**src/inc/cbsm_consts.svh**
```systemverilog
`ifndef CBSM_CONSTS_SVH
`define CBSM_CONSTS_SVH

// Clock and time base
`define CBSM_CLK_NS 5
`define CBSM_TICK_NS 1000000

// Register byte addresses
`define CBSM_ADDR_CTRL 12'h000
`define CBSM_ADDR_WDCLR 12'h004
`define CBSM_ADDR_STAT 12'h008

// Register fields (control, watchdog clear, status)
`define CBSM_F_MODE 3:0
`define CBSM_F_WDEN 4
`define CBSM_F_PWRCUT 5
`define CBSM_F_IFC 13:8
`define CBSM_F_FCT 19:16
`define CBSM_F_TOT 23:20
`define CBSM_F_WDCLR 1:0
`define CBSM_F_DET 3:0
`define CBSM_F_OK 4
`define CBSM_F_STATE 11:8

// Reset values and keys
`define CBSM_MODE_DEFAULT 4'h4
`define CBSM_MODE_CHARGE 4'h5
`define CBSM_IFC_DEFAULT 6'h10
`define CBSM_FCT_DEFAULT 4'h3
`define CBSM_TOT_DEFAULT 4'h3
`define CBSM_WDCLR_KEY 2'h1

// Detail codes
`define CBSM_DET_PREQ 4'h0
`define CBSM_DET_CC 4'h1
`define CBSM_DET_CV 4'h2
`define CBSM_DET_TOPOFF 4'h3
`define CBSM_DET_DONE 4'h4
`define CBSM_DET_TFAULT 4'h6
`define CBSM_DET_IDLE 4'h8
`define CBSM_DET_SHUTDOWN_TEMPERATURE 4'hA
`define CBSM_DET_WDEXP 4'hB

// Times in milliseconds (one tick each)
`define CBSM_REPORT_MS 32'h0000_0010
`define CBSM_PQ_MS 32'h001B_7740
`define CBSM_TERM_MS 32'h0000_001E
`define CBSM_WD_MS 32'h0000_07D0
`define CBSM_PWRCUT_MS 32'h0000_0096
`define CBSM_FC_UNIT_MS 32'h0036_EE80
`define CBSM_TO_UNIT_MS 32'h0009_27C0

`endif

```
**src/inc/cbsm_pkg.sv**
```systemverilog
`include "cbsm_consts.svh"

package cbsm_pkg;

    typedef enum logic [3:0] {
        CBSM_IDLE    = 4'h0,
        CBSM_PRECHG  = 4'h1,
        CBSM_TRICKLE = 4'h3,
        CBSM_CC      = 4'h2,
        CBSM_CV      = 4'h6,
        CBSM_TOPOFF  = 4'h7,
        CBSM_DONE    = 4'h5,
        CBSM_TFAULT  = 4'h4,
        CBSM_WDSUSP  = 4'hC,
        CBSM_SHUTDOWN_TEMPERATURE   = 4'hD,
        CBSM_PWRCUT  = 4'hF
    } cbsm_state_t;

    typedef struct packed {
        cbsm_state_t st;
        logic [31:0] tick_cnt;
        logic [31:0] tmr;
        logic [31:0] fc_cnt;
        logic [31:0] term_cnt;
        logic [31:0] rpt_cnt;
        logic [31:0] wd_cnt;
        logic rpt_done;
        logic [3:0] mode;
        logic wd_en;
        logic pwrcut;
        logic [5:0] fast_charge_current;
        logic [3:0] fct;
        logic [3:0] tot;
        logic mode_off_seen;
        logic ok;
        logic [3:0] detail;
        logic irq;
        logic [7:0] sync1;
        logic [7:0] sync2;
        logic [31:0] prdata;
    } cbsm_regs_t;

endpackage : cbsm_pkg

```
**src/core/cbsm_core.sv**
```systemverilog
// Function
// Fast charge CC between low and regulation thresholds; report ok, code 0x01.
// CC current never exceeds programmed fast-charge current.
// Battery above regulation threshold in CC advances to CV.
// Combined CC plus CV time over programmed limit gives timer fault.
// Each prequalification state over its dwell limit gives timer fault.
// Unserviced watchdog in any charging state goes to watchdog suspend.
// Die above regulation temperature reduces fast-charge current.
// CV holds regulation; after delay report ok, code 0x02.
// Current below top-off threshold for qualify time in CV enters top-off.
// Top-off only from CV; after delay report ok, code 0x03.
// Top-off duration elapsed advances to done.
// Battery below regulation minus margin in top-off or done returns to CC.
// Done has zero current; after delay code 0x04, ok cleared.
// Timer fault entry: immediate interrupt, ok cleared, code 0x06, charger off.
// Timer fault left by mode off then on, or input removal.
// Watchdog disabled after reset; counts only when enable bit set.
// Host writes 0x01 to watchdog clear within each period.
// Expiry without power cut: stop, clear ok, report code; 0x01 restarts.
// Expiry with power cut: all off for 150ms, then registers reset.
// Shutdown temperature forces thermal shutdown, code 0x0A, charging stops.
// Thermal shutdown resets mode field and control register to defaults; the code keeps the watchdog enable and power-cut bits.
// Prequalification below dead-battery threshold; after delay ok, code 0x00.
// Mode 0x05 charges with buck on; other modes keep charger off.
// Report delay restarts on each state entry; reports only after it completes.
// Watchdog-expired detail code is distinct from all other codes.
//
// Our own choices: the placing of the registers and the APB register port.
`timescale 1ns/10ps
`include "cbsm_consts.svh"

module cbsm_core #(
    parameter int TICK_CYCLES = `CBSM_TICK_NS / `CBSM_CLK_NS
) (
    input wire logic pclk,
    input wire logic presetn,
    input wire logic psel,
    input wire logic penable,
    input wire logic pwrite,
    input wire logic [11:0] paddr,
    input wire logic [31:0] pwdata,
    output logic [31:0] prdata,
    output logic pready,
    output logic pslverr,
    input wire logic vbat_over_dead,
    input wire logic vbat_over_low,
    input wire logic vbat_over_reg,
    input wire logic vbat_below_restart,
    input wire logic ichg_below_topoff,
    input wire logic die_over_regulation,
    input wire logic die_over_shutdown,
    input wire logic charger_input_valid,
    output logic charger_on,
    output logic buck_on,
    output logic battery_system_switch,
    output logic [5:0] charge_current,
    output cbsm_pkg::cbsm_state_t charger_state,
    output logic charger_state_irq,
    output logic charger_good_flag,
    output logic [3:0] charger_detail_code
);
    import cbsm_pkg::*;

    cbsm_regs_t s;
    cbsm_regs_t next_s;
    logic tick;
    logic wr;
    logic rd_setup;
    logic wdclr;
    logic wd_exp;
    logic mapped;
    logic mode_off_wr;
    logic s_dead;
    logic s_low;
    logic s_reg;
    logic s_restart;
    logic s_below_to;
    logic s_die_hot;
    logic s_shdn;
    logic s_input;

    function automatic logic is_charging(input cbsm_state_t st);
        return st inside {CBSM_PRECHG, CBSM_TRICKLE, CBSM_CC, CBSM_CV, CBSM_TOPOFF};
    endfunction : is_charging

    function automatic logic is_fast(input cbsm_state_t st);
        return st inside {CBSM_CC, CBSM_CV};
    endfunction : is_fast

    assign {s_dead, s_low, s_reg, s_restart} = s.sync2[7:4];
    assign {s_below_to, s_die_hot, s_shdn, s_input} = s.sync2[3:0];
    // One-cycle time base; every dwell limit counts these
    assign tick = (s.tick_cnt == 32'(TICK_CYCLES - 1));
    assign wr = psel && penable && pwrite;
    assign rd_setup = psel && !penable && !pwrite;
    assign mapped = paddr inside {`CBSM_ADDR_CTRL, `CBSM_ADDR_WDCLR, `CBSM_ADDR_STAT};
    assign wdclr = wr && paddr == `CBSM_ADDR_WDCLR && pwdata[`CBSM_F_WDCLR] == `CBSM_WDCLR_KEY;
    // Saturated count keeps expiry asserted until a clear
    assign wd_exp = s.wd_en && s.wd_cnt >= `CBSM_WD_MS;
    assign mode_off_wr = wr && paddr == `CBSM_ADDR_CTRL &&
                         pwdata[`CBSM_F_MODE] != `CBSM_MODE_CHARGE;

    always_comb begin
        next_s = s;
        next_s.irq = 1'b0;
        // First stage feeds only the second stage
        next_s.sync1 = {vbat_over_dead, vbat_over_low, vbat_over_reg, vbat_below_restart,
                        ichg_below_topoff, die_over_regulation, die_over_shutdown,
                        charger_input_valid};
        next_s.sync2 = s.sync1;
        next_s.tick_cnt = tick ? 32'h0 : s.tick_cnt + 32'h1;

        if (wr && paddr == `CBSM_ADDR_CTRL) begin
            next_s.mode = pwdata[`CBSM_F_MODE];
            next_s.wd_en = pwdata[`CBSM_F_WDEN];
            next_s.pwrcut = pwdata[`CBSM_F_PWRCUT];
            next_s.fast_charge_current = pwdata[`CBSM_F_IFC];
            next_s.fct = pwdata[`CBSM_F_FCT];
            next_s.tot = pwdata[`CBSM_F_TOT];
            if (mode_off_wr) begin
                next_s.mode_off_seen = 1'b1;
            end
        end

        if (rd_setup) begin
            next_s.prdata = 32'h0;
            if (paddr == `CBSM_ADDR_CTRL) begin
                next_s.prdata[`CBSM_F_MODE] = s.mode;
                next_s.prdata[`CBSM_F_WDEN] = s.wd_en;
                next_s.prdata[`CBSM_F_PWRCUT] = s.pwrcut;
                next_s.prdata[`CBSM_F_IFC] = s.fast_charge_current;
                next_s.prdata[`CBSM_F_FCT] = s.fct;
                next_s.prdata[`CBSM_F_TOT] = s.tot;
            end else if (paddr == `CBSM_ADDR_STAT) begin
                next_s.prdata[`CBSM_F_DET] = s.detail;
                next_s.prdata[`CBSM_F_OK] = s.ok;
                next_s.prdata[`CBSM_F_STATE] = s.st;
            end
        end

        // Watchdog: held at zero while disabled, saturates at expiry
        if (!s.wd_en || wdclr) begin
            next_s.wd_cnt = 32'h0;
        end else if (tick && !wd_exp) begin
            next_s.wd_cnt = s.wd_cnt + 32'h1;
        end

        if (tick) begin
            next_s.tmr = s.tmr + 32'h1;
            if (s.rpt_cnt < `CBSM_REPORT_MS) begin
                next_s.rpt_cnt = s.rpt_cnt + 32'h1;
            end
            if (is_fast(s.st)) begin
                next_s.fc_cnt = s.fc_cnt + 32'h1;
            end
        end
        // Any high-current sample restarts qualification
        if (s.st != CBSM_CV || !s_below_to) begin
            next_s.term_cnt = 32'h0;
        end else if (tick) begin
            next_s.term_cnt = s.term_cnt + 32'h1;
        end

        // Thermal trip outranks every other exit
        if (s_shdn && s.st != CBSM_SHUTDOWN_TEMPERATURE) begin
            next_s.st = CBSM_SHUTDOWN_TEMPERATURE;
            next_s.irq = s.ok;
            next_s.ok = 1'b0;
            next_s.detail = `CBSM_DET_SHUTDOWN_TEMPERATURE;
            next_s.mode = `CBSM_MODE_DEFAULT;
            next_s.fast_charge_current = `CBSM_IFC_DEFAULT;
            next_s.fct = `CBSM_FCT_DEFAULT;
            next_s.tot = `CBSM_TOT_DEFAULT;
        end else if ((is_charging(s.st) || s.st inside {CBSM_DONE, CBSM_TFAULT}) && wd_exp) begin
            next_s.irq = s.ok;
            next_s.ok = 1'b0;
            next_s.detail = `CBSM_DET_WDEXP;
            next_s.st = s.pwrcut ? CBSM_PWRCUT : CBSM_WDSUSP;
        end else begin
            unique case (s.st)
                CBSM_IDLE: begin
                    next_s.detail = `CBSM_DET_IDLE;
                    if (s_input && s.mode == `CBSM_MODE_CHARGE) begin
                        next_s.st = CBSM_PRECHG;
                    end
                end
                CBSM_SHUTDOWN_TEMPERATURE: begin
                    if (!s_shdn) begin
                        next_s.st = CBSM_IDLE;
                    end
                end
                // Comes back as a fresh power-up once the cut ends
                CBSM_PWRCUT: begin
                    if (s.tmr >= `CBSM_PWRCUT_MS) begin
                        next_s.st = CBSM_IDLE;
                        next_s.mode = `CBSM_MODE_DEFAULT;
                        next_s.wd_en = 1'b0;
                        next_s.pwrcut = 1'b0;
                        next_s.fast_charge_current = `CBSM_IFC_DEFAULT;
                        next_s.fct = `CBSM_FCT_DEFAULT;
                        next_s.tot = `CBSM_TOT_DEFAULT;
                        next_s.wd_cnt = 32'h0;
                        next_s.ok = 1'b0;
                        next_s.detail = `CBSM_DET_IDLE;
                    end
                end
                CBSM_WDSUSP: begin
                    if (wdclr || !s_input) begin
                        next_s.st = CBSM_IDLE;
                    end
                end
                CBSM_TFAULT: begin
                    if (!s_input || (s.mode == `CBSM_MODE_CHARGE && s.mode_off_seen)) begin
                        next_s.st = CBSM_IDLE;
                    end
                end
                CBSM_PRECHG, CBSM_TRICKLE, CBSM_CC, CBSM_CV, CBSM_TOPOFF, CBSM_DONE: begin
                    if (!s_input || s.mode != `CBSM_MODE_CHARGE) begin
                        next_s.st = CBSM_IDLE;
                    end else begin
                        unique case (s.st)
                            CBSM_PRECHG: begin
                                if (s.tmr >= `CBSM_PQ_MS) begin
                                    next_s.st = CBSM_TFAULT;
                                end else if (s_dead) begin
                                    next_s.st = CBSM_TRICKLE;
                                end
                            end
                            CBSM_TRICKLE: begin
                                if (s.tmr >= `CBSM_PQ_MS) begin
                                    next_s.st = CBSM_TFAULT;
                                end else if (s_low) begin
                                    next_s.st = CBSM_CC;
                                end
                            end
                            CBSM_CC: begin
                                if (s.fc_cnt >= 32'(s.fct) * `CBSM_FC_UNIT_MS) begin
                                    next_s.st = CBSM_TFAULT;
                                end else if (s_reg) begin
                                    next_s.st = CBSM_CV;
                                end
                            end
                            CBSM_CV: begin
                                if (s.fc_cnt >= 32'(s.fct) * `CBSM_FC_UNIT_MS) begin
                                    next_s.st = CBSM_TFAULT;
                                end else if (s.term_cnt >= `CBSM_TERM_MS) begin
                                    next_s.st = CBSM_TOPOFF;
                                end
                            end
                            CBSM_TOPOFF: begin
                                if (s_restart) begin
                                    next_s.st = CBSM_CC;
                                end else if (s.tmr >= 32'(s.tot) * `CBSM_TO_UNIT_MS) begin
                                    next_s.st = CBSM_DONE;
                                end
                            end
                            default: begin
                                if (s_restart) begin
                                    next_s.st = CBSM_CC;
                                end
                            end
                        endcase
                    end
                end
                default: next_s.st = CBSM_IDLE;
            endcase
        end

        // Delayed status report of the settled state
        // A report that coincides with an exit is dropped, not applied to the new state
        if (!s.rpt_done && s.rpt_cnt >= `CBSM_REPORT_MS && next_s.st == s.st) begin
            next_s.rpt_done = 1'b1;
            unique case (s.st)
                CBSM_PRECHG, CBSM_TRICKLE, CBSM_CC, CBSM_CV, CBSM_TOPOFF: begin
                    next_s.irq = !s.ok;
                    next_s.ok = 1'b1;
                    unique case (s.st)
                        CBSM_CC: next_s.detail = `CBSM_DET_CC;
                        CBSM_CV: next_s.detail = `CBSM_DET_CV;
                        CBSM_TOPOFF: next_s.detail = `CBSM_DET_TOPOFF;
                        default: next_s.detail = `CBSM_DET_PREQ;
                    endcase
                end
                CBSM_DONE: begin
                    next_s.irq = !s.ok;
                    next_s.ok = 1'b0;
                    next_s.detail = `CBSM_DET_DONE;
                end
                default: begin
                end
            endcase
        end

        if (next_s.st == CBSM_TFAULT && s.st != CBSM_TFAULT) begin
            next_s.irq = 1'b1;
            next_s.ok = 1'b0;
            next_s.detail = `CBSM_DET_TFAULT;
            // An off write landing in the entry cycle still arms the exit
            next_s.mode_off_seen = mode_off_wr;
        end

        // Every state entry restarts its timers, save the fast-charge count, which runs on from CC into CV
        if (next_s.st != s.st) begin
            next_s.tmr = 32'h0;
            next_s.rpt_cnt = 32'h0;
            next_s.rpt_done = 1'b0;
            if (!is_fast(s.st)) begin
                next_s.fc_cnt = 32'h0;
            end
        end
    end

    always_ff @(posedge pclk or negedge presetn) begin
        if (!presetn) begin
            s <= '0;
            s.st <= CBSM_IDLE;
            s.mode <= `CBSM_MODE_DEFAULT;
            s.fast_charge_current <= `CBSM_IFC_DEFAULT;
            s.fct <= `CBSM_FCT_DEFAULT;
            s.tot <= `CBSM_TOT_DEFAULT;
            s.detail <= `CBSM_DET_IDLE;
        end else begin
            s <= next_s;
        end
    end

    // Zero-wait slave; unmapped addresses answer with an error
    assign pready = 1'b1;
    assign pslverr = psel && penable && !mapped;
    assign prdata = s.prdata;

    // Top-off still charges; done and the fault states draw nothing
    assign charger_on = is_charging(s.st);
    assign buck_on = s.st != CBSM_PWRCUT;
    assign battery_system_switch = s.st != CBSM_PWRCUT;
    // Halving is a coarse stand-in for the analog foldback loop
    assign charge_current = !is_charging(s.st) ? 6'h0 :
                            s_die_hot ? {1'b0, s.fast_charge_current[5:1]} : s.fast_charge_current;
    assign charger_state = s.st;
    assign charger_state_irq = s.irq;
    assign charger_good_flag = s.ok;
    assign charger_detail_code = s.detail;

endmodule : cbsm_core

```
**config.mk**
```make
export PLATFORM = sky130hd
export DESIGN_NAME = cbsm_core
export DESIGN_NICKNAME = d
export VERILOG_FILES = /design/src/inc/cbsm_pkg.sv /design/src/core/cbsm_core.sv
export VERILOG_INCLUDE_DIRS = /design/src /design/src/inc
export SDC_FILE = /design/constraint.sdc
export NUM_CORES = 1
export LEC_CHECK = 0
export BUFFER_PORTS_ARGS = -buffer_cell sky130_fd_sc_hd__buf_2
export CAP_MARGIN = 20
export CORE_MARGIN = 2
export CORE_UTILIZATION = 61
export DETAILED_ROUTE_END_ITERATION = 6
export PLACE_DENSITY = 0.8
export SLEW_MARGIN = 30
export SYNTH_ARGS = -nofsm -noshare
export SYNTH_HDL_FRONTEND = slang
export SYNTH_SLANG_ARGS = --single-unit
```
**constraint.sdc**
```tcl
create_clock -name pclk -period 9.3 [get_ports pclk]
set_clock_uncertainty 0.05 [all_clocks]
set_input_delay 0.465 -clock pclk [delete_from_list [all_inputs] [get_ports pclk]]
set_output_delay 0.465 -clock pclk [all_outputs]
set_load 0.02 [all_outputs]
```
# --- Word-level counts from Yosys, hierarchy flattened ---
# Cells that the tools add are included.
word_totals:
  register_bits: 260
  latchBits: 0
  ram_bits: 0
  romBits: 0
  output_inout_bits: 53
  memories: 0
classes:
  addsub: 6
  multipliers: 2
  n_div: 0
  order_cmp: 8
  eq_ne: 24
  shift: 0
  mux: 67
  n_bitwise: 0
  n_reduce_logical: 49
ops:
  columns: ["operator", "count"]
  rows:
  - ["2-to-1 mux 32 bit", 14]
  - ["adder 32 x 1 -> 32 bit (second input constant)", 6]
  - ["2-to-1 mux 64 bit", 2]
  - ["2-to-1 mux 4 bit", 22]
  - ["greater-or-equal comparator 32 x 5 -> 1 bit (second input constant)", 2]
  - ["2-to-1 mux 20 bit", 3]
  - ["== test 32 x 18 -> 1 bit (second input constant)", 1]
  - ["greater-or-equal comparator 32 x 11 -> 1 bit (second input constant)", 1]
  - ["greater-or-equal comparator 32 x 21 -> 1 bit (second input constant)", 1]
  - ["greater-or-equal comparator 32 x 24 -> 1 bit", 1]
  - ["greater-or-equal comparator 32 x 26 -> 1 bit", 1]
  - ["greater-or-equal comparator 32 x 8 -> 1 bit (second input constant)", 1]
  - ["< comparator 32 x 5 -> 1 bit (second input constant)", 1]
  - ["== test 4 x 3 -> 1 bit (second input constant)", 6]
  - ["2-to-1 mux 6 bit", 4]
  - ["one-hot mux 4 bit (6 select lines)", 1]
  - ["2-to-1 mux 21 bit", 1]
  - ["2-to-1 mux 5 bit", 4]
  - ["one-hot mux 4 bit (5 select lines)", 1]
  - ["multiplier 4 x 15 -> 19 bit (second input constant)", 1]
  - ["logical AND 1 bit", 18]
  - ["multiplier 4 x 14 -> 18 bit (second input constant)", 1]
  - ["!= test 4 x 3 -> 1 bit (second input constant)", 4]
  - ["nonzero test 2 bit", 8]
  - ["other kinds (26)", 51]

# --- Longest topological paths before layout ---
# Gate-level depths: netlist of run 1.
logic_depth:
  ltp_word: 13
  ltp_mapped: 28
  depth_no_buf: 26

# --- Worst setup path after synthesis of run 1 ---
# Ideal clock, no wire load.
synth_path:
  path_kind: "register -> register"
  startpoint: "register s[60] (netlist bit)"
  endpoint: "register s, in the netlist charger_detail_code[2]"
  setup_ns: 0.087
  arrival_ns: 6.354
  required_time_ns: 9.163
  slack_ns: 2.809
  stages_incl_launch_ff: 27
  n_path_buf: 2
  cell_sequence: "dfstp_2 -> fa_1 -> ha_1 -> ha_1 -> clkbuf_1 -> nor2b_1 -> o21ai_0 -> a21oi_1 -> o21ai_0 -> nand2b_1 -> a21o_1 -> a41o_1 -> or4_1 -> a2111o_1 -> o311a_1 -> ha_1 -> nand4_1 -> or2_2 -> a21oi_1 -> or4_1 -> a21o_1 -> nor4_4 -> xnor2_1 -> or4_1 -> buf_2 -> or4_1 -> o211ai_1"
synth_rtl:
  columns: ["element", "line", "rtl"]
  rows:
  - ["start: declaration", "cbsm_core.sv:64", "cbsm_regs_t s;"]
  - ["start signal: assignment", "cbsm_core.sv:323", "s <= next_s;"]

==> run summary, run 1 <==
The flow ran to the end, and the final reports show no timing, DRC or antenna violations. At the pin with the least slew margin, the transition time is 1030 ps. The area share of fa/ha/maj cells after synthesis came out at 0.0880.

The logs give 0.0148 mm2 for the total standard cell area after synthesis and 0 for the count of final hold-check violations. The global routing usage summed across all routing layers was 0.254; the number of antenna violations at the first check in global routing was 0. After clock tree synthesis, the clock-pin slew on the worst setup and hold paths is 70 ps. The clock sink count was 260.

For the depth of the CTS H-tree, the log shows 1. The number of maximum-capacitance constraint violations was 0; the part of the Yosys area used for sequential elements was 0.440. For the utilization after layout, the log shows 0.677. Measured along the y axis, the die boundary spans 160 um. In the layout the commonest cells are sky130_fd_sc_hd__dfrtp_1, sky130_fd_sc_hd__nor2_1, sky130_fd_sc_hd__nand2_1, sky130_fd_sc_hd__ha_1, sky130_fd_sc_hd__buf_2. The number of antenna repair diodes is 0.

The logs give 1091 for the number of DRC violations after detailed-routing iteration 0 and 54.5 mm for the wire length of the first global-routing pass. The share of the clock period used by the worst path is 0.866. The logs give 0.308 for the worst relative slew slack and 1510 ps for the worst slack after detailed placement. The congestion estimate from routability-driven global placement came to 0.893. The mux cell area share after synthesis is 0.0109, and the total wirelength of the detailed-routed design is 32.3 mm. For this run, the leading register cell type out of synthesis is sky130_fd_sc_hd__dfrtp_1. Synthesized-area fraction occupied by xor and xnor cells: 0.0828. The via count came out at 11600. Yosys printed 0 warnings. After global routing the overflow that remains totals 0. The wire-length estimate of the detail-placed layout is 22.2 mm.

The detailed-route DRC error count is 0. Clock root buffer: sky130_fd_sc_hd__clkbuf_16. The number of instances in the synthesized netlist was 1588; the number of flip-flops in the largest register was 222. The synthesized area per cell is 9.33 um2, and the number of distinct library cells after synthesis is 71. In the final routed layout, each cell accounts on average for 16.3 um. The share of flip-flops with an asynchronous set or reset after synthesis is 1.00, and the width of the chip is 160 um. The worst setup path is captured at a register. The tools report the number of setup violations in the final report as 0.

Commonest non-fill, non-tap cell in the layout: sky130_fd_sc_hd__dfrtp_1. The number of global-route vias before repair came out at 11400. The first detailed-routing pass took 5 iterations. Once the clock tree was built, the setup fixing pass inserted 0 buffers. Setup repair after global routing left no endpoint under its margin. Data on the critical path is required at its endpoint by 9650 ps. Pin placement for this block handled 110 I/O pins. The count of flip-flops with a built-in enable after synthesis was 0.

The port buffer count came out at 84. The basic-gate share of the synthesized area counting and, or, nand and nor cells is 0.222. Counting the buffers created by CTS gives 28. Synthesis inferred 260 register bits. Standby leakage power: 7.44 nW.

In this run the deepest clock path goes through 3 buffers. Dividing total power by cell area gives a power density of 150 mW/mm2. Using the TritonRoute via totals, the vias-per-cell ratio works out to 5.86.

STA classifies the critical path startpoint as a register. After the last flow step, the layout net total stands at 1791. The fraction of final layout cells sized beyond drive strength 1 came out at 0.0970. The worst hold path belongs to the class in2reg. The placeable core region is 0.0241 mm2, and the clock period minus worst slack is 8060 ps. The run gives 0 as the antenna violation net count after detailed routing.

The logs give 550 ps for the clock latency reported for the late side of the worst-skew pair and 0.614 for the effective utilization at floorplan. The fmax came out at 0.124 GHz. Count of hold-fix buffers inserted at cts: 9. TritonCTS built the clock tree. By area, the combinational part of the netlist is dominated by simple AND/OR/NAND/NOR gates. The post-cts gate resize count is 0. For the number of cell rows, the log shows 57. Of all nets on the critical path, the largest fanout is 34. The worst setup path is of the reg2reg kind. Entering global routing, the biggest net connects 121 pins.

The run gives 0.0255 mm2 as the area enclosed by the die boundary. Compared with the post-synthesis result, the final layout area differs by 10.1%. The setup total negative slack was 0 ps; the worst-case setup margin in the final layout was 1240 ps. The complex-gate fraction of the synthesized area was 0.103; the arrival time at the worst endpoint was 8410 ps. The logs give 133 uV for the worst supply voltage drop on vdd and 0 for the total count of max-transition violations in the final report.
[critical path: stages (launching register included)]
cell and delay [ps]:
sky130_fd_sc_hd__dfrtp_1 510, sky130_fd_sc_hd__inv_1 90, sky130_fd_sc_hd__ha_1 370, sky130_fd_sc_hd__fa_1 530, sky130_fd_sc_hd__inv_1 50, sky130_fd_sc_hd__ha_1 400
sky130_fd_sc_hd__o21ai_0 150, sky130_fd_sc_hd__a21oi_1 110, sky130_fd_sc_hd__o21ai_0 160, sky130_fd_sc_hd__nand2b_1 110, sky130_fd_sc_hd__a21o_1 200, sky130_fd_sc_hd__a41o_1 260
sky130_fd_sc_hd__or4_1 430, sky130_fd_sc_hd__a2111o_1 390, sky130_fd_sc_hd__o311a_1 130, sky130_fd_sc_hd__ha_1 290, sky130_fd_sc_hd__nand4_1 110, sky130_fd_sc_hd__or2_2 150
sky130_fd_sc_hd__a21oi_1 40, sky130_fd_sc_hd__or4_1 500, sky130_fd_sc_hd__a2111oi_0 780, sky130_fd_sc_hd__nor4_1 120, sky130_fd_sc_hd__a2111oi_1 720, sky130_fd_sc_hd__or4_1 530
sky130_fd_sc_hd__buf_4 440, sky130_fd_sc_hd__or4_1 190, sky130_fd_sc_hd__o211ai_1 90
[layout make-up]
cell class,count,area [um2]
clock buffer,45,846
multi-input combinational,1178,7580
inverter,65,244
timing repair buffer,104,627
fill,1850,7800
sequential,260,6520
tap,324,405
clock inverter,7,93.8
[synth_stat cells, types with 13 or more instances]
master                       n  area share
sky130_fd_sc_hd__a21o_1     15      0.0076
sky130_fd_sc_hd__a21oi_1    79       0.027
sky130_fd_sc_hd__a31oi_1    22      0.0093
sky130_fd_sc_hd__and2_1     35       0.015
sky130_fd_sc_hd__and3_1     37       0.016
sky130_fd_sc_hd__buf_4      43       0.022
sky130_fd_sc_hd__clkbuf_1   40       0.010
sky130_fd_sc_hd__dfrtp_1   253        0.43
sky130_fd_sc_hd__ha_1       85       0.072
sky130_fd_sc_hd__inv_1      65       0.016
sky130_fd_sc_hd__mux2i_1    15       0.010
sky130_fd_sc_hd__nand2_1   154       0.039
sky130_fd_sc_hd__nand2b_1   13      0.0055
sky130_fd_sc_hd__nand3_1    58       0.020
sky130_fd_sc_hd__nand4_1    29       0.012
sky130_fd_sc_hd__nor2_1    208       0.053
sky130_fd_sc_hd__nor3_1     36       0.012
sky130_fd_sc_hd__nor4_1     36       0.015
sky130_fd_sc_hd__o21ai_0    45       0.015
sky130_fd_sc_hd__or3_1      18      0.0076
sky130_fd_sc_hd__xnor2_1    74       0.044
sky130_fd_sc_hd__xor2_1     66       0.039
[stage by stage]
stage	area [um2]	std cells	hold WS, ps	total power, W
after floorplan	14900	1599	119	0.00128
after global placement	15200	1921	282	0.00133
after detailed placement	15200	1921	286	0.00134
after CTS	16300	1982	84.4	0.00246
after global routing	16300	1983	97.4	0.00254
final	16300	1983	98.3	0.00245
[power by group]
group	total, W	switching (W)	internal (W)
sequential	0.00116	0.0000191	0.00114
combinational	0.000164	0.000119	0.0000450
clock	0.00112	0.000448	0.000676
total	0.00245	0.000586	0.00186
[kinds of logic (layout without fill, tap and decap cells)]
group,Yosys count,in the layout
AND/OR/NAND/NOR,675,675
flip-flops,260,260
AO/OA/AOI/OAI,237,237
buffers and inverters,161,221
XOR/XNOR,140,140
adder cells (fa/ha/maj),97,97
multiplexers,16,16
other,2,13
[worst paths after layout]
path / from / endpoint / slack [ps] / depth (start not counted)
worst max register to register: s[61] / charger_detail_code[2] / 1240 / 26
worst max-delay path: s[61] / charger_detail_code[2] / 1240 / 26
worst min-delay path: pwdata[21] / s[56] / 100 / 3
max in group asynchronous: presetn / s[33] / 7310 / 4
min in group asynchronous: presetn / s[125] / 390 / 2
worst min register to register: next_s[37] / s[37] / 300 / 0
[per-layer routing]
metal  vias to the layer above  GRT usage  routed length, um  part of all wire
met5                         -          0                  0                 0
met3                        69     0.0361               1790             0.055
li1                       5548          -                  -                 -
met2                       342      0.422              15500              0.48
met4                         0     0.0741                789             0.024
met1                      5668      0.349              14200              0.44
Note: power is estimated with default switching activity, not from simulation.
==> run 2, diff against run 1 <==
--- a/config.mk
+++ b/config.mk
@@ -6,11 +6,11 @@
 export SDC_FILE = /design/constraint.sdc
 export NUM_CORES = 1
 export LEC_CHECK = 0
-export BUFFER_PORTS_ARGS = -buffer_cell sky130_fd_sc_hd__buf_2
 export CAP_MARGIN = 20
 export CORE_MARGIN = 2
-export CORE_UTILIZATION = 61
+export CORE_UTILIZATION = 65
 export DETAILED_ROUTE_END_ITERATION = 6
+export DONT_BUFFER_PORTS = 1
 export PLACE_DENSITY = 0.8
 export SLEW_MARGIN = 30
 export SYNTH_ARGS = -nofsm -noshare
==> run 2 against run 1 <==
Net effect:
- the flow now finishes with violations (design-rule violations)
- die area decreased by 6.0%
- global-route usage rose by 1.1 points
- register-to-register slack gained 380 ps
- sequential share of layout area is 0.52 points higher
- flip-flop and latch count unchanged
- largest cell class unchanged
- count of clock-buffer cells in the layout decreased by 11
- highest routed layer unchanged
==> run summary, run 2 (synthesized netlist as in run 1, its figures left out) <==
For the I/O pin count, the log shows 110 (unchanged). The sequential group share of total power was 0.450 (-0.024); the maximum number of pins on one net before global-route repair was 261 (+120%). The wire length of the first global-routing pass is 53.0 mm (-2.9%). The run gives 0 (unchanged) as the sum of overflow across all layers after global routing. The worst hold path begins at pwdata[5]. The height of the die came out at 155 um (-3.0%). The worst setup path is launched from a register. From synthesis to final layout, the design area changed by 8.73%.

The worst supply voltage drop on vdd was 173 uV (+30%). The logs give 0.332 (+0.0236) for the worst relative slew slack and 3 (unchanged) for the maximum root-to-sink buffer count. The effective utilization at floorplan is 0.658 (+0.0438), and the buffering stage count on the worst path with inverters included is 3 (unchanged). The share of total power consumed by net switching came out at 0.228 (-0.0109).

The critical path required time is 9680 ps (+30 ps). The largest fanout on the critical path is 40 (+18%). The power share of the combinational group was 0.054 (-0.013). The logs give 0.953 (+6.7%) for the final estimated routing congestion in global placement and 0 (unchanged) for the number of antenna repair diodes. The width of the chip came out at 155 um (-3.0%). The critical path starts at s[61]. The fraction of final layout cells sized beyond drive strength 1 was 0.0523 (-0.0447); the clock sink count was 260 (unchanged). The tools report the placed cell area as 0.0148 mm2 (-3.2%). The number of cell rows was 55 (-3.5%). The run gives 550 ps (about the same) as the clock latency reported for the late side of the worst-skew pair. The tools report the area enclosed by the die boundary as 0.0240 mm2 (-6.0%).

The tools report the number of antenna violations at the first check in global routing as 0 (unchanged). For the switching component of the power, the log shows 0.000594 W (+1.4%). The worst register-to-register path begins at s[61].

The port buffer count works out to 0 (-100%). The logs give 7.19 nW (-3.4%) for the standby leakage power and 0.00652 mm2 (unchanged) for the area of all sequential standard cells. The slew at the pin closest to its max-slew limit came out at 993 ps (-35.0 ps). For the detailed-route DRC error count, the log shows 1 (+1).

The clock root buffer is sky130_fd_sc_hd__clkbuf_16. The run gives 1 (unchanged) as the depth of the CTS H-tree. The library cell contributing the largest single delay on the critical path was sky130_fd_sc_hd__a2111oi_1.

The flow ran to the end, but the final reports show violations. The final reports fail on design-rule violations. The tools report the clock buffer count from CTS as 28 (unchanged).

The detail-routed net length per standard cell works out to 16.8 um (+3.0%). The placeable core region was 0.0225 mm2 (-6.6%). The critical path's largest stage delay is 690 ps (-90 ps). The share of the clock period used by the worst path is 0.825 (-0.0409), and the setup total negative slack is 0 ps (unchanged). The arrival time at the worst endpoint was 8060 ps (-350 ps); the number of DRC violations after detailed-routing iteration 0 was 766 (-30%). The tools report the area of the multi-input gates as 0.00758 mm2 (about the same). Worst setup path category: reg2reg. In the layout the commonest cells are sky130_fd_sc_hd__dfrtp_1, sky130_fd_sc_hd__nor2_1, sky130_fd_sc_hd__nand2_1, sky130_fd_sc_hd__ha_1, sky130_fd_sc_hd__a21oi_1. The power per unit of standard cell area was 161 mW/mm2 (+7.6%); the count of final hold-check violations was 0 (unchanged). The logs give 0 (unchanged) for the antenna violation net count after detailed routing and 20.7 ps (-77.6 ps) for the final-layout worst hold slack. Average vias per placed instance: 5.99 (+2.1%). The part of the power in the clock network is 0.496 (+0.037). The commonest non-fill, non-tap cell in the layout is sky130_fd_sc_hd__dfrtp_1. The clock-pin slew on the worst setup and hold paths is 60 ps (about the same). The number of maximum-capacitance constraint violations was 0 (unchanged); the HPWL after detailed placement was 21.0 mm (-5.2%). The fill cell instance count of the final layout was 1658 (-10%); the net count reported at finish was 1718 (-4.1%).

The worst setup path is captured at a register. For the total count of max-transition violations in the final report, the log shows 0 (unchanged). The fmax was 0.130 GHz (+5.0%).

The clock period minus worst slack is 7680 ps (-380 ps). The tools report the via count as 11200 (-3.7%). The category of cells accounting for the largest share of critical-path delay was compound AO/OA/AOI/OAI gates. The summed area of non-filler cells in the final layout is 0.0161 mm2 (-1.3%). The internal power contribution was 0.00201 W (+7.7%); the number of setup violations in the final report was 0 (unchanged). Setup repair after global routing left no endpoint under its margin. TritonCTS built the clock tree.

The number of flip-flops in the largest register works out to 222 (unchanged). The number of global-route vias before repair is 11200 (-1.9%). The logs give 31.4 mm (-2.8%) for the total wirelength of the detailed-routed design and 0.264 (+0.0107) for the global routing usage summed across all routing layers. The worst hold-check path type is in2reg. The total iterations of the first detailed-routing run came out at 7 (+2).
-- run 2: final timing paths --
check	end	slack, ps	cells after the start
max	s[173]	1620	26
min	s[69]	20	2
max reg2reg	s[173]	1620	26
min reg2reg	s[36]	300	0
max in group asynchronous	s[253]	7580	3
min in group asynchronous	s[61]	520	2
-- run 2: cell type report --
type,count,share of cell area
Clock buffer,34,0.0469
Clock inverter,18,0.0202
Inverter,65,0.0152
Multi-Input combinational cell,1178,0.471
Sequential cell,260,0.405
Tap cell,285,0.0221
Timing Repair Buffer,31,0.0202
-- run 2: power groups by stage --
stage               Clock (W)  Sequential [W]  Combinational (W)
global placement            0         0.00119           0.000105
floorplan                   0         0.00117           0.000110
CTS                   0.00131         0.00117           0.000138
global route          0.00135         0.00117           0.000156
finish                0.00129         0.00117           0.000140
detailed placement          0         0.00119           0.000107
-- run 2: routing by layer --
layer / wire (um) / vias up / track usage
li1: - / 5388 / -
met1: 13900 / 5446 / 0.353
met2: 15100 / 296 / 0.448
met3: 1580 / 69 / 0.0398
met4: 866 / 0 / 0.0847
met5: 0 / - / 0
-- run 2: metrics by stage --
step / util / setup slack [ps] / total power [W] / cells
3_5_place_dp: 0.656 / 1730 / 0.00130 / 1796
4_1_cts: 0.714 / 1690 / 0.00261 / 1869
5_1_grt: 0.716 / 1070 / 0.00268 / 1871
2_1_floorplan: - / 2810 / 0.00128 / 1599
6_report: 0.716 / 1620 / 0.00260 / 1871
3_3_place_gp: 0.656 / 1820 / 0.00129 / 1796
-- run 2: what timing repair did --
| action | 4_1_cts | 5_1_grt |
|---|---|---|
| buffers inserted | 0 | 0 |
| hold buffers | 21 | 1 |
| gates resized for setup | 0 | 0 |
| endpoints found under the setup margin | 0 | 0 |
| endpoints found under the hold margin | 280 | 122 |
